[config.mk]
export PLATFORM = sky130hd
export DESIGN_NAME = scrc_top
export DESIGN_NICKNAME = d
export VERILOG_FILES = /design/src/pkg/scrc_pkg.sv /design/src/pkg/scrc_cfg_if.sv /design/src/core/scrc_top.sv /design/src/core/scrc_pll_decode.sv /design/src/core/scrc_local_divider_field.sv
export SDC_FILE = /design/constraint.sdc
export NUM_CORES = 1
export LEC_CHECK = 0
export BUFFER_PORTS_ARGS = -buffer_cell sky130_fd_sc_hd__buf_2
export CAP_MARGIN = 20
export CORE_UTILIZATION = 51
export DETAILED_ROUTE_END_ITERATION = 10
export PLACE_DENSITY = 0.74
export SKIP_LAST_GASP = 1
export SLEW_MARGIN = 20
export SYNTH_ARGS = -nofsm -noshare
export SYNTH_HDL_FRONTEND = slang
export SYNTH_SLANG_ARGS = --single-unit
[constraint.sdc]
create_clock -name mclk -period 2.45 [get_ports mclk]
set_input_delay 0.1225 -clock mclk [delete_from_list [all_inputs] [get_ports mclk]]
set_output_delay 0.1225 -clock mclk [all_outputs]
set_load 0.02 [all_outputs]
[src/pkg/scrc_pkg.sv]
package scrc_pkg;
    // register offsets (byte addresses)
    localparam logic [7:0] OFF_OUT_CLK_CTRL = 8'h00;
    localparam logic [7:0] OFF_LOCAL_RATIO = 8'h04;
    localparam logic [7:0] OFF_UNIT_CLK_CTRL = 8'h08;
    localparam logic [7:0] OFF_STATUS = 8'h0C;
    localparam logic [7:0] OFF_CFG_WORD = 8'h10;
    // reset configuration word low fields
    localparam int RCW_SYS_PLL_MULT_LSB = 24;
    localparam int RCW_SYS_PLL_MULT_W = 4;
    localparam int RCW_CORE_LSB = 16;
    localparam int RCW_CORE_W = 7;
    localparam int RCW_DRAM_BIT = 30;
    localparam int RCW_LOCAL_BIT = 31;
    // built-in reset configuration options, selected by the source strap
    localparam logic [31:0] RCW_OPT1 = 32'h0402_0000;
    localparam logic [31:0] RCW_OPT2 = 32'h4408_0000;
    localparam logic [31:0] RCW_OPT3 = 32'hC205_0000;
    localparam logic [1:0] RCW_SRC_PINS = 2'h0;
    localparam logic [1:0] RCW_SRC_OPT1 = 2'h1;
    localparam logic [1:0] RCW_SRC_OPT2 = 2'h2;
    // core pll code fields
    localparam logic [3:0] CORE_MUL_BYPASS = 4'h0;
    localparam logic [3:0] CORE_MUL_1 = 4'h1;
    localparam logic [3:0] CORE_MUL_2 = 4'h2;
    localparam logic [3:0] CORE_MUL_3 = 4'h3;
    localparam logic [1:0] VCO_SEL_2 = 2'h0;
    localparam logic [1:0] VCO_SEL_4 = 2'h1;
    localparam logic [1:0] VCO_SEL_8 = 2'h2;
    localparam logic [3:0] VCO_DIV_2 = 4'h2;
    localparam logic [3:0] VCO_DIV_4 = 4'h4;
    localparam logic [3:0] VCO_DIV_8 = 4'h8;
    // status register fields
    localparam int ST_RATIO_LSB = 0;
    localparam int ST_VCO_LSB = 4;
    localparam int ST_BYPASS = 8;
    localparam int ST_RESERVED = 9;
    localparam int ST_HOST = 10;
    localparam int ST_LOADED = 11;
    localparam int ST_SYSMUL_LSB = 16;
    localparam int ST_DRAMMUL_LSB = 21;
    localparam int ST_LOCMUL_LSB = 27;
    // reset values, divider floor and settle count
    localparam logic [3:0] LOCAL_DIV_RST = 4'h2;
    localparam logic [3:0] LOCAL_DIV_MIN = 4'h2;
    localparam logic [2:0] UNIT_RATIO_RST = 3'h1;
    localparam logic [1:0] CFG_SETTLE = 2'h3;
    // dram bus clock is the internal dram clock halved
    localparam logic [3:0] DRAM_BUS_DIV = 4'h2;

    typedef enum logic [2:0] {
        SCRC_WAIT = 3'b001,
        SCRC_LOAD = 3'b010,
        SCRC_RUN = 3'b100
    } scrc_state_t;
endpackage : scrc_pkg

[src/pkg/scrc_cfg_if.sv]
`timescale 1ns/1ps
`default_nettype none
interface scrc_cfg_if;
    logic [6:0] code;
    logic [3:0] ratio_x2;
    logic [3:0] vco_div;
    logic bypass;
    logic reserved;

    modport dec (
        input code,
        output ratio_x2,
        output vco_div,
        output bypass,
        output reserved
    );
    modport user (
        output code,
        input ratio_x2,
        input vco_div,
        input bypass,
        input reserved
    );
endinterface : scrc_cfg_if
`default_nettype wire

[src/core/scrc_top.sv]
// Decided for this implementation: the address map and the plain strobed port.
`timescale 1ns/1ps
`default_nettype none
module scrc_top #(
    parameter int BUS_OUTS = 5,
    parameter int UNITS = 2
) (
    // clock and reset
    input wire logic mclk,
    input wire logic sys_rst,
    // register port
    input wire logic [7:0] reg_addr,
    input wire logic [31:0] reg_wdata,
    input wire logic reg_wr,
    input wire logic reg_rd,
    output logic [31:0] reg_rdata,
    // configuration pins
    input wire logic host_role_strap,
    input wire logic input_halve_strap,
    input wire logic [1:0] rcw_src_strap,
    input wire logic [31:0] reset_cfg_low_word,
    // reference clock pins
    input wire logic primary_osc_in,
    input wire logic agent_pci_clk_in,
    // clock outputs
    output logic bus_sync_clk_out,
    output logic [BUS_OUTS-1:0] bus_clk_outputs,
    output logic dram_bus_clk_p,
    output logic dram_bus_clk_n,
    output logic local_bus_clk_out,
    output logic [UNITS-1:0] unit_clk_en,
    // decoded settings
    output logic [4:0] sys_bus_mult,
    output logic [5:0] dram_int_mult,
    output logic [5:0] local_int_mult,
    output logic [3:0] core_ratio_x2,
    output logic [3:0] core_vco_div,
    output logic core_pll_bypass,
    output logic cfg_reserved,
    output logic cfg_loaded
);
    import scrc_pkg::*;

    localparam int NSYNC = 6;

    scrc_state_t state;
    logic [NSYNC-1:0] s1;
    logic [NSYNC-1:0] s2;
    logic [NSYNC-1:0] s3;
    logic [NSYNC-1:0] filt;
    logic [1:0] settle;
    logic [31:0] cfg_word;
    logic host_role;
    logic halve;
    logic ref_prev;
    logic ref_half;
    logic [BUS_OUTS-1:0] pci_clkout_enables;
    logic [3:0] local_divider_field;
    logic [3:0] local_div_eff;
    logic [4*UNITS-1:0] unit_ctrl;
    logic [31:0] status_word;
    logic [31:0] next_rdata;
    logic [3:0] sys_pll_mult;
    logic [6:0] cpu_pll_code;
    logic dram_ratio_bit;
    logic local_port_ratio_bit;
    logic ref_sel;
    logic [31:0] src_word;

    scrc_cfg_if dec_if ();

    initial
    begin
        if (BUS_OUTS < 1 || BUS_OUTS > 16)
        begin
            $error("scrc_top: BUS_OUTS must be 1 to 16");
        end
        if (UNITS < 1 || UNITS > 4)
        begin
            $error("scrc_top: UNITS must be 1 to 4");
        end
    end

    // pin synchronisers; a level counts once stages two and three agree
    always_ff @(posedge mclk)
    begin
        if (sys_rst)
        begin
            s1 <= '0;
            s2 <= '0;
            s3 <= '0;
        end
        else
        begin
            s1 <= {rcw_src_strap, input_halve_strap, host_role_strap,
                   agent_pci_clk_in, primary_osc_in};
            s2 <= s1;
            s3 <= s2;
        end
    end

    genvar gi;
    generate
        for (gi = 0; gi < NSYNC; gi++)
        begin : g_filt
            always_ff @(posedge mclk)
            begin
                if (sys_rst)
                begin
                    filt[gi] <= 1'b0;
                end
                else if (s2[gi] == s3[gi])
                begin
                    filt[gi] <= s3[gi];
                end
            end
        end
    endgenerate

    // pick the configuration word source
    always_comb
    begin
        case (filt[5:4])
            RCW_SRC_PINS: src_word = reset_cfg_low_word;
            RCW_SRC_OPT1: src_word = RCW_OPT1;
            RCW_SRC_OPT2: src_word = RCW_OPT2;
            default: src_word = RCW_OPT3;
        endcase
    end

    // load sequence: let straps settle, then capture once
    always_ff @(posedge mclk)
    begin
        if (sys_rst)
        begin
            state <= SCRC_WAIT;
            settle <= '0;
        end
        else
        begin
            case (state)
                SCRC_WAIT:
                begin
                    settle <= settle + 2'h1;
                    if (settle == CFG_SETTLE)
                    begin
                        state <= SCRC_LOAD;
                    end
                end
                SCRC_LOAD: state <= SCRC_RUN;
                SCRC_RUN: state <= SCRC_RUN;
                default: state <= SCRC_WAIT;
            endcase
        end
    end

    always_ff @(posedge mclk)
    begin
        if (sys_rst)
        begin
            cfg_word <= '0;
            host_role <= 1'b0;
            halve <= 1'b0;
            cfg_loaded <= 1'b0;
        end
        else if (state == SCRC_LOAD)
        begin
            cfg_word <= src_word;
            host_role <= filt[2];
            halve <= filt[3];
            cfg_loaded <= 1'b1;
        end
    end

    assign sys_pll_mult = cfg_word[RCW_SYS_PLL_MULT_LSB +: RCW_SYS_PLL_MULT_W];
    assign cpu_pll_code = cfg_word[RCW_CORE_LSB +: RCW_CORE_W];
    assign dram_ratio_bit = cfg_word[RCW_DRAM_BIT];
    assign local_port_ratio_bit = cfg_word[RCW_LOCAL_BIT];
    assign dec_if.code = cpu_pll_code;

    scrc_pll_decode u_dec (
        .cfg(dec_if)
    );

    // decoded settings settle two cycles after the load, then hold until the next reset
    always_ff @(posedge mclk)
    begin
        if (sys_rst)
        begin
            sys_bus_mult <= '0;
            dram_int_mult <= '0;
            local_int_mult <= '0;
            core_ratio_x2 <= '0;
            core_vco_div <= '0;
            core_pll_bypass <= 1'b0;
            cfg_reserved <= 1'b0;
        end
        else if (state == SCRC_RUN && !cfg_loaded)
        begin
            sys_bus_mult <= '0;
        end
        else if (state == SCRC_RUN)
        begin
            sys_bus_mult <= halve ? {1'b0, sys_pll_mult}
                                  : {sys_pll_mult, 1'b0};
            dram_int_mult <= dram_ratio_bit ? {sys_bus_mult, 1'b0}
                                            : {1'b0, sys_bus_mult};
            local_int_mult <= local_port_ratio_bit ? {sys_bus_mult, 1'b0}
                                                   : {1'b0, sys_bus_mult};
            core_ratio_x2 <= dec_if.ratio_x2;
            core_vco_div <= dec_if.vco_div;
            core_pll_bypass <= dec_if.bypass;
            cfg_reserved <= dec_if.reserved;
        end
    end

    // reference selection by role, optional halving
    assign ref_sel = host_role ? filt[0] : filt[1];

    always_ff @(posedge mclk)
    begin
        if (sys_rst || !cfg_loaded)
        begin
            ref_prev <= 1'b0;
            ref_half <= 1'b0;
        end
        else
        begin
            ref_prev <= ref_sel;
            if (ref_sel && !ref_prev)
            begin
                ref_half <= !ref_half;
            end
        end
    end

    always_ff @(posedge mclk)
    begin
        if (sys_rst || !cfg_loaded)
        begin
            bus_sync_clk_out <= 1'b0;
        end
        else
        begin
            bus_sync_clk_out <= halve ? ref_half : ref_sel;
        end
    end

    generate
        for (gi = 0; gi < BUS_OUTS; gi++)
        begin : g_bus_out
            always_ff @(posedge mclk)
            begin
                if (sys_rst || !cfg_loaded)
                begin
                    bus_clk_outputs[gi] <= 1'b0;
                end
                else
                begin
                    bus_clk_outputs[gi] <= pci_clkout_enables[gi] &&
                                           (halve ? ref_half : ref_sel);
                end
            end
        end
    endgenerate

    // dram bus clock is the internal clock halved, differential pair
    scrc_local_divider_field #(
        .W(4)
    ) u_dram_div (
        .mclk(mclk),
        .sys_rst(sys_rst),
        .run(cfg_loaded),
        .div(DRAM_BUS_DIV),
        .clk_out(dram_bus_clk_p),
        .clk_out_n(dram_bus_clk_n)
    );

    // local divider values below two would stop the clock
    assign local_div_eff = (local_divider_field < LOCAL_DIV_MIN)
                           ? LOCAL_DIV_MIN : local_divider_field;

    scrc_local_divider_field #(
        .W(4)
    ) u_local_div (
        .mclk(mclk),
        .sys_rst(sys_rst),
        .run(cfg_loaded),
        .div(local_div_eff),
        .clk_out(local_bus_clk_out),
        .clk_out_n()
    );

    // per-unit clock enables: ratio field plus one, stop bit on top
    generate
        for (gi = 0; gi < UNITS; gi++)
        begin : g_unit
            logic [2:0] ucnt;
            always_ff @(posedge mclk)
            begin
                if (sys_rst || !cfg_loaded || unit_ctrl[4*gi+3])
                begin
                    ucnt <= '0;
                    unit_clk_en[gi] <= 1'b0;
                end
                else if (ucnt >= unit_ctrl[4*gi +: 3])
                begin
                    ucnt <= '0;
                    unit_clk_en[gi] <= 1'b1;
                end
                else
                begin
                    ucnt <= ucnt + 3'h1;
                    unit_clk_en[gi] <= 1'b0;
                end
            end
        end
    endgenerate

    // software registers
    always_ff @(posedge mclk)
    begin
        if (sys_rst)
        begin
            pci_clkout_enables <= '0;
            local_divider_field <= LOCAL_DIV_RST;
            unit_ctrl <= {UNITS{1'b0, UNIT_RATIO_RST}};
        end
        else if (reg_wr)
        begin
            case (reg_addr)
                OFF_OUT_CLK_CTRL:
                    pci_clkout_enables <= reg_wdata[BUS_OUTS-1:0];
                OFF_LOCAL_RATIO:
                    local_divider_field <= reg_wdata[3:0];
                OFF_UNIT_CLK_CTRL:
                    unit_ctrl <= reg_wdata[4*UNITS-1:0];
                default:
                    local_divider_field <= local_divider_field;
            endcase
        end
    end

    always_comb
    begin
        status_word = '0;
        status_word[ST_RATIO_LSB +: 4] = core_ratio_x2;
        status_word[ST_VCO_LSB +: 4] = core_vco_div;
        status_word[ST_BYPASS] = core_pll_bypass;
        status_word[ST_RESERVED] = cfg_reserved;
        status_word[ST_HOST] = host_role;
        status_word[ST_LOADED] = cfg_loaded;
        status_word[ST_SYSMUL_LSB +: 5] = sys_bus_mult;
        status_word[ST_DRAMMUL_LSB +: 6] = dram_int_mult;
        status_word[ST_LOCMUL_LSB +: 5] = local_int_mult[4:0];
    end

    always_comb
    begin
        next_rdata = '0;
        if (reg_rd)
        begin
            case (reg_addr)
                OFF_OUT_CLK_CTRL:
                    next_rdata[BUS_OUTS-1:0] = pci_clkout_enables;
                OFF_LOCAL_RATIO: next_rdata[3:0] = local_divider_field;
                OFF_UNIT_CLK_CTRL: next_rdata[4*UNITS-1:0] = unit_ctrl;
                OFF_STATUS: next_rdata = status_word;
                OFF_CFG_WORD: next_rdata = cfg_word;
                default: next_rdata = '0;
            endcase
        end
    end

    // read data stands for exactly the cycle after the strobe
    always_ff @(posedge mclk)
    begin
        if (sys_rst)
        begin
            reg_rdata <= '0;
        end
        else
        begin
            reg_rdata <= next_rdata;
        end
    end
endmodule // scrc_top
`default_nettype wire

[src/core/scrc_pll_decode.sv]
`timescale 1ns/1ps
`default_nettype none
module scrc_pll_decode (
    scrc_cfg_if.dec cfg
);
    import scrc_pkg::*;

    logic [3:0] mul;
    logic [1:0] vsel;
    logic half;

    always_comb
    begin
        vsel = cfg.code[1:0];
        mul = cfg.code[5:2];
        half = cfg.code[6];
        cfg.ratio_x2 = 4'h0;
        cfg.vco_div = 4'h0;
        cfg.bypass = 1'b0;
        cfg.reserved = 1'b0;
        if (mul == CORE_MUL_BYPASS && !half)
        begin
            cfg.bypass = 1'b1;
            cfg.ratio_x2 = 4'h2;
        end
        else if (vsel == 2'h3)
        begin
            cfg.reserved = 1'b1;
        end
        else
        begin
            // ratio held as twice core:bus so that the half steps fit
            case (mul)
                CORE_MUL_1: cfg.ratio_x2 = half ? 4'h3 : 4'h2;
                CORE_MUL_2: cfg.ratio_x2 = half ? 4'h5 : 4'h4;
                CORE_MUL_3: cfg.ratio_x2 = half ? 4'h0 : 4'h6;
                default: cfg.ratio_x2 = 4'h0;
            endcase
            case (vsel)
                VCO_SEL_2: cfg.vco_div = VCO_DIV_2;
                VCO_SEL_4: cfg.vco_div = VCO_DIV_4;
                VCO_SEL_8: cfg.vco_div = VCO_DIV_8;
                default: cfg.vco_div = 4'h0;
            endcase
            cfg.reserved = (cfg.ratio_x2 == 4'h0);
            if (cfg.reserved)
            begin
                cfg.vco_div = 4'h0;
            end
        end
    end
endmodule // scrc_pll_decode
`default_nettype wire

[src/core/scrc_local_divider_field.sv]
`timescale 1ns/1ps
`default_nettype none
module scrc_local_divider_field #(
    parameter int W = 4
) (
    // clock and reset
    input wire logic mclk,
    input wire logic sys_rst,
    // control
    input wire logic run,
    input wire logic [W-1:0] div,
    // divided clock
    output logic clk_out,
    output logic clk_out_n
);
    logic [W-1:0] cnt;

    initial
    begin
        if (W < 2)
        begin
            $error("scrc_local_divider_field: W must be at least 2");
        end
    end

    always_ff @(posedge mclk)
    begin
        if (sys_rst || !run || cnt >= div - W'(1))
        begin
            cnt <= '0;
        end
        else
        begin
            cnt <= cnt + W'(1);
        end
    end

    always_ff @(posedge mclk)
    begin
        if (sys_rst || !run)
        begin
            clk_out <= 1'b0;
            clk_out_n <= 1'b0;
        end
        else
        begin
            clk_out <= (cnt < (div >> 1));
            clk_out_n <= !(cnt < (div >> 1));
        end
    end
endmodule // scrc_local_divider_field
`default_nettype wire

==> flow_metrics.py <==
metrics = {
    "sta": {
        "worstMarginPinSlew_ns": 1.08,
        "grt_setup_unrepaired": "no",
        "min_period_ns": 2.20,
        "setup-violations-final": 0,
        "finalHoldViolCount": 0,
        "final.setup_skew_ns": 0.00639,
        "max_freq_mhz": 454,
        "relSlewSlack_pct": 28.1,
        "min_period_over_period_pct": 90.0,
        "final_max_slew_viol_count": 0,
        "tns_ns": 0,
    },
    "power": {
        "clkPwrFrac_pct": 49.0,
        "max-vdd-ir-drop_mv": 0.527,
        "pwr-share-comb_pct": 3.8,
        "switching_power_mw": 1.20,
        "swShare_pct": 20.8,
        "power_leakage_nw": 3.36,
        "p_int_mw": 4.57,
        "p_seq_share_pct": 47.2,
        "power_density_mw_per_mm2": 714,
    },
    "setup_path": {
        "cp.depth": 6,
        "cp.required_ns": 2.75,
        "start_kind": "flip-flop",
        "path_class": "flip-flop to flip-flop",
        "crit_chain": "o31ai_1 -> ha_1 -> ha_1 -> a21o_1 -> a21o_1 -> a2111oi_0",
        "cp_slowest_stage_delay_ns": 0.42,
        "cp_top_family": "compound AO/OA/AOI/OAI gates",
        "worst-path-max-fanout": 6,
        "rr_worst_depth": 6,
        "timing.rr.end": "u_local_div.cnt[1]$_SDFF_PP0_",
        "reg2reg_from": "local_divider_field[3]$_SDFFE_PP0P_",
        "arrival_ns": 2.50,
        "crit_path_end_kind": "flip-flop",
        "ff2ff_setup_slack_ns": 0.25,
        "slowest_stage": "a2111oi_0",
        "path_buf_inv": 0,
    },
    "synthesis": {
        "synth.area.mux_share_pct": 5.64,
        "synth_edf_count": 0,
        "async_reset_ff_share_pct": 0,
        "yosys_warnings": 0,
        "synth_area_leaders": "dfxtp_1 53%, a22o_1 6.1%, mux2i_1 5.1%",
        "ys_top_cells_by_count": "165 x dfxtp_1, 63 x nor2_1, 44 x a22o_1",
        "syn_area_sq_mm": 0.00628,
        "synthAdderAreaFrac_pct": 4.38,
        "synthCells": 619,
        "synth_xor_area_share_pct": 1.12,
        "synth_top_family_by_area": "compound AO/OA/AOI/OAI gates",
        "synth-simple-area-share_pct": 16.1,
        "avgSynthCellArea_sq_um": 10.2,
        "synth_compound_area_share_pct": 16.2,
        "yosysSeqAreaShare_pct": 52.6,
        "synth_top_flop_cell": "dfxtp_1",
        "yosysTopAreaCellShare_pct": 52.6,
        "ys_types": 57,
        "synth_most_common_cell": "dfxtp_1",
        "synth_seq_cells": 165,
        "synth.largest_area_cell": "dfxtp_1",
    },
    "grt": {
        "grt_pass1_vias": 5011,
        "grt_use_total_pct": 24.1,
        "grt.overflow.total": 0,
        "grt_max_degree": 29,
        "antenna_found_initial": 0,
        "grt_pass1_wl_um": 23800,
    },
    "worst_hold_path": {
        "min_to": "cfg_word[25]$_SDFFE_PP0N_",
        "min_path_type": "primary input to flip-flop",
        "hold_depth": 3,
        "hold_path_startpoint": "reset_cfg_low_word[25]",
    },
    "clock_tree": {
        "path_clk_slew_ns": 0.06,
        "clk_path_buf_depth": 2,
        "postCtsSetupRepairBufs": 0,
        "cts_tree": "yes",
        "ctsHoldBuffers": 41,
        "h-tree-depth": 4,
        "cts_num_sinks": 165,
        "numCtsBuffers": 17,
        "ctsResizeCount": 0,
        "cts-root-buf": "clkbuf_16",
        "clk-insertion-delay-late_ns": 0.43,
    },
    "placed_design": {
        "placed_cells": 866,
        "portBuffers": 126,
        "dpl.hpwl_um": 10100,
        "gp_congestion": 0.887,
    },
    "drt": {
        "num_vias": 5050,
        "firstDrtPassIters": 4,
        "drtIter0Drc": 403,
        "drc": 0,
        "final_antenna_net_count": 0,
        "drt_wl_total_um": 14700,
        "via_per_inst": 5.38,
        "drt-wirelength-per-cell_um": 15.6,
    },
    "status": {
        "status": "completed",
    },
    "floorplan": {
        "num_rows": 40,
        "dieArea_sq_mm": 0.0128,
        "die-height_um": 113,
        "die_w_um": 113,
        "io_pins": 153,
        "core_sq_mm": 0.0120,
        "start_util_pct": 52.3,
    },
    "flow_run": {
        "cap_violations": 0,
    },
    "final_layout": {
        "syn_to_final_growth_pct": 28.6,
        "drive_gt1_share_pct": 23.2,
        "nets": 883,
        "stdcell_count": 939,
        "antenna_cells": 0,
    },
}
[registers in the layout, summed over array words and instances (netlist names), 5 cells and up]
signal / flops
unit_ctrl: 8
local_int_mult: 6
cfg_word: 32
filt: 6
sys_bus_mult: 5
g_unit.ucnt: 6
s3: 6
pci_clkout_enables: 5
s1: 6
s2: 6
dram_int_mult: 6
bus_clk_outputs: 5
reg_rdata: 32
[area by class of cell]
type	count	area (sq um)
Multi-Input combinational cell	397	2750
Clock inverter	13	194
Sequential cell	165	3300
Inverter	21	78.8
Timing Repair Buffer	177	1130
Tap cell	147	184
Fill cell	933	3930
Clock buffer	19	443
[worst reg2reg max path: cells and delay by family (launching register included)]
| family | cells | cell delay [ns] |
|---|---|---|
| adder cells (fa/ha/maj) | 2 | 0.60 |
| AO/OA/AOI/OAI | 4 | 1.12 |
| flip-flops | 1 | 0.36 |
[metal layers]
| metal | vias to the layer above | global-route usage [%] | share of wire, % |
|---|---|---|---|
| li1 | 2511 | - | - |
| met1 | 2355 | 30.2 | 45 |
| met2 | 156 | 39.3 | 47 |
| met3 | 28 | 5.73 | 5.7 |
| met4 | 0 | 11.5 | 2.1 |
| met5 | - | 0 | 0 |
[cells in the final DEF (no fill, tap or decap), drive strengths merged, types with 5 or more instances in the layout]
| cell type | synthesis | final |
|---|---|---|
| nor2 | 63 | 63 |
| a2111oi | 5 | 5 |
| a21oi | 32 | 32 |
| clkbuf | 23 | 19 |
| a22o | 44 | 44 |
| a211oi | 17 | 17 |
| nand2 | 36 | 36 |
| nor2b | 19 | 19 |
| nor3b | 8 | 8 |
| mux2i | 32 | 32 |
| nor3 | 9 | 9 |
| nand3 | 8 | 8 |
| xnor2 | 6 | 6 |
| inv | 21 | 25 |
| dfxtp | 165 | 165 |
| o21ai | 13 | 13 |
| a21o | 5 | 5 |
| dlygate4sd3 | 0 | 41 |
| buf | 15 | 136 |
| and2 | 11 | 11 |
| ha | 22 | 22 |
| nand3b | 7 | 7 |
| nand2b | 6 | 6 |
[worst max path at each step]
stage	slack [ns]	endpoint	start
floorplan	0.40	u_local_div.cnt[0]$_SDFF_PP0_	local_divider_field[2]$_SDFFE_PP0P_
global placement	0.36	u_local_div.cnt[3]$_SDFF_PP0_	local_divider_field[3]$_SDFFE_PP0P_
detailed placement	0.22	u_local_div.cnt[1]$_SDFF_PP0_	local_divider_field[3]$_SDFFE_PP0P_
CTS	0.17	u_local_div.cnt[1]$_SDFF_PP0_	local_divider_field[3]$_SDFFE_PP0P_
global route	0.09	u_local_div.cnt[0]$_SDFF_PP0_	local_divider_field[2]$_SDFFE_PP0P_
finish	0.25	u_local_div.cnt[1]$_SDFF_PP0_	local_divider_field[3]$_SDFFE_PP0P_
[metrics by stage]
stage | power [mW] | area, sq um | setup slack, ns | utilization (%) | hold slack (ns)
2_1_floorplan | 2.87 | 6290 | 0.405 | - | 0.240
3_3_place_gp | 2.94 | 7040 | 0.356 | 58.6 | 0.333
3_5_place_dp | 2.95 | 7040 | 0.216 | 58.6 | 0.337
4_1_cts | 5.82 | 8080 | 0.172 | 67.3 | 0.0157
5_1_grt | 5.98 | 8080 | 0.0927 | 67.3 | 0.0495
6_report | 5.77 | 8080 | 0.245 | 67.3 | 0.0274
[power groups by stage]
stage	clock (mW)	combinational (mW)	sequential [mW]
final	2.83	0.221	2.72
after global routing	3.01	0.241	2.72
after CTS	2.88	0.219	2.72
after detailed placement	0	0.168	2.78
after global placement	0	0.161	2.78
after floorplan	0	0.0950	2.78
[kinds of logic after synthesis]
kind of cell | after synthesis
flip-flops | 165
AO/OA/AOI/OAI | 140
XOR/XNOR | 8
multiplexers | 35
adder cells (fa/ha/maj) | 22
buffers and inverters | 59
AND/OR/NAND/NOR | 189
other | 1
No activity file was read; power rests on OpenSTA's default activity.
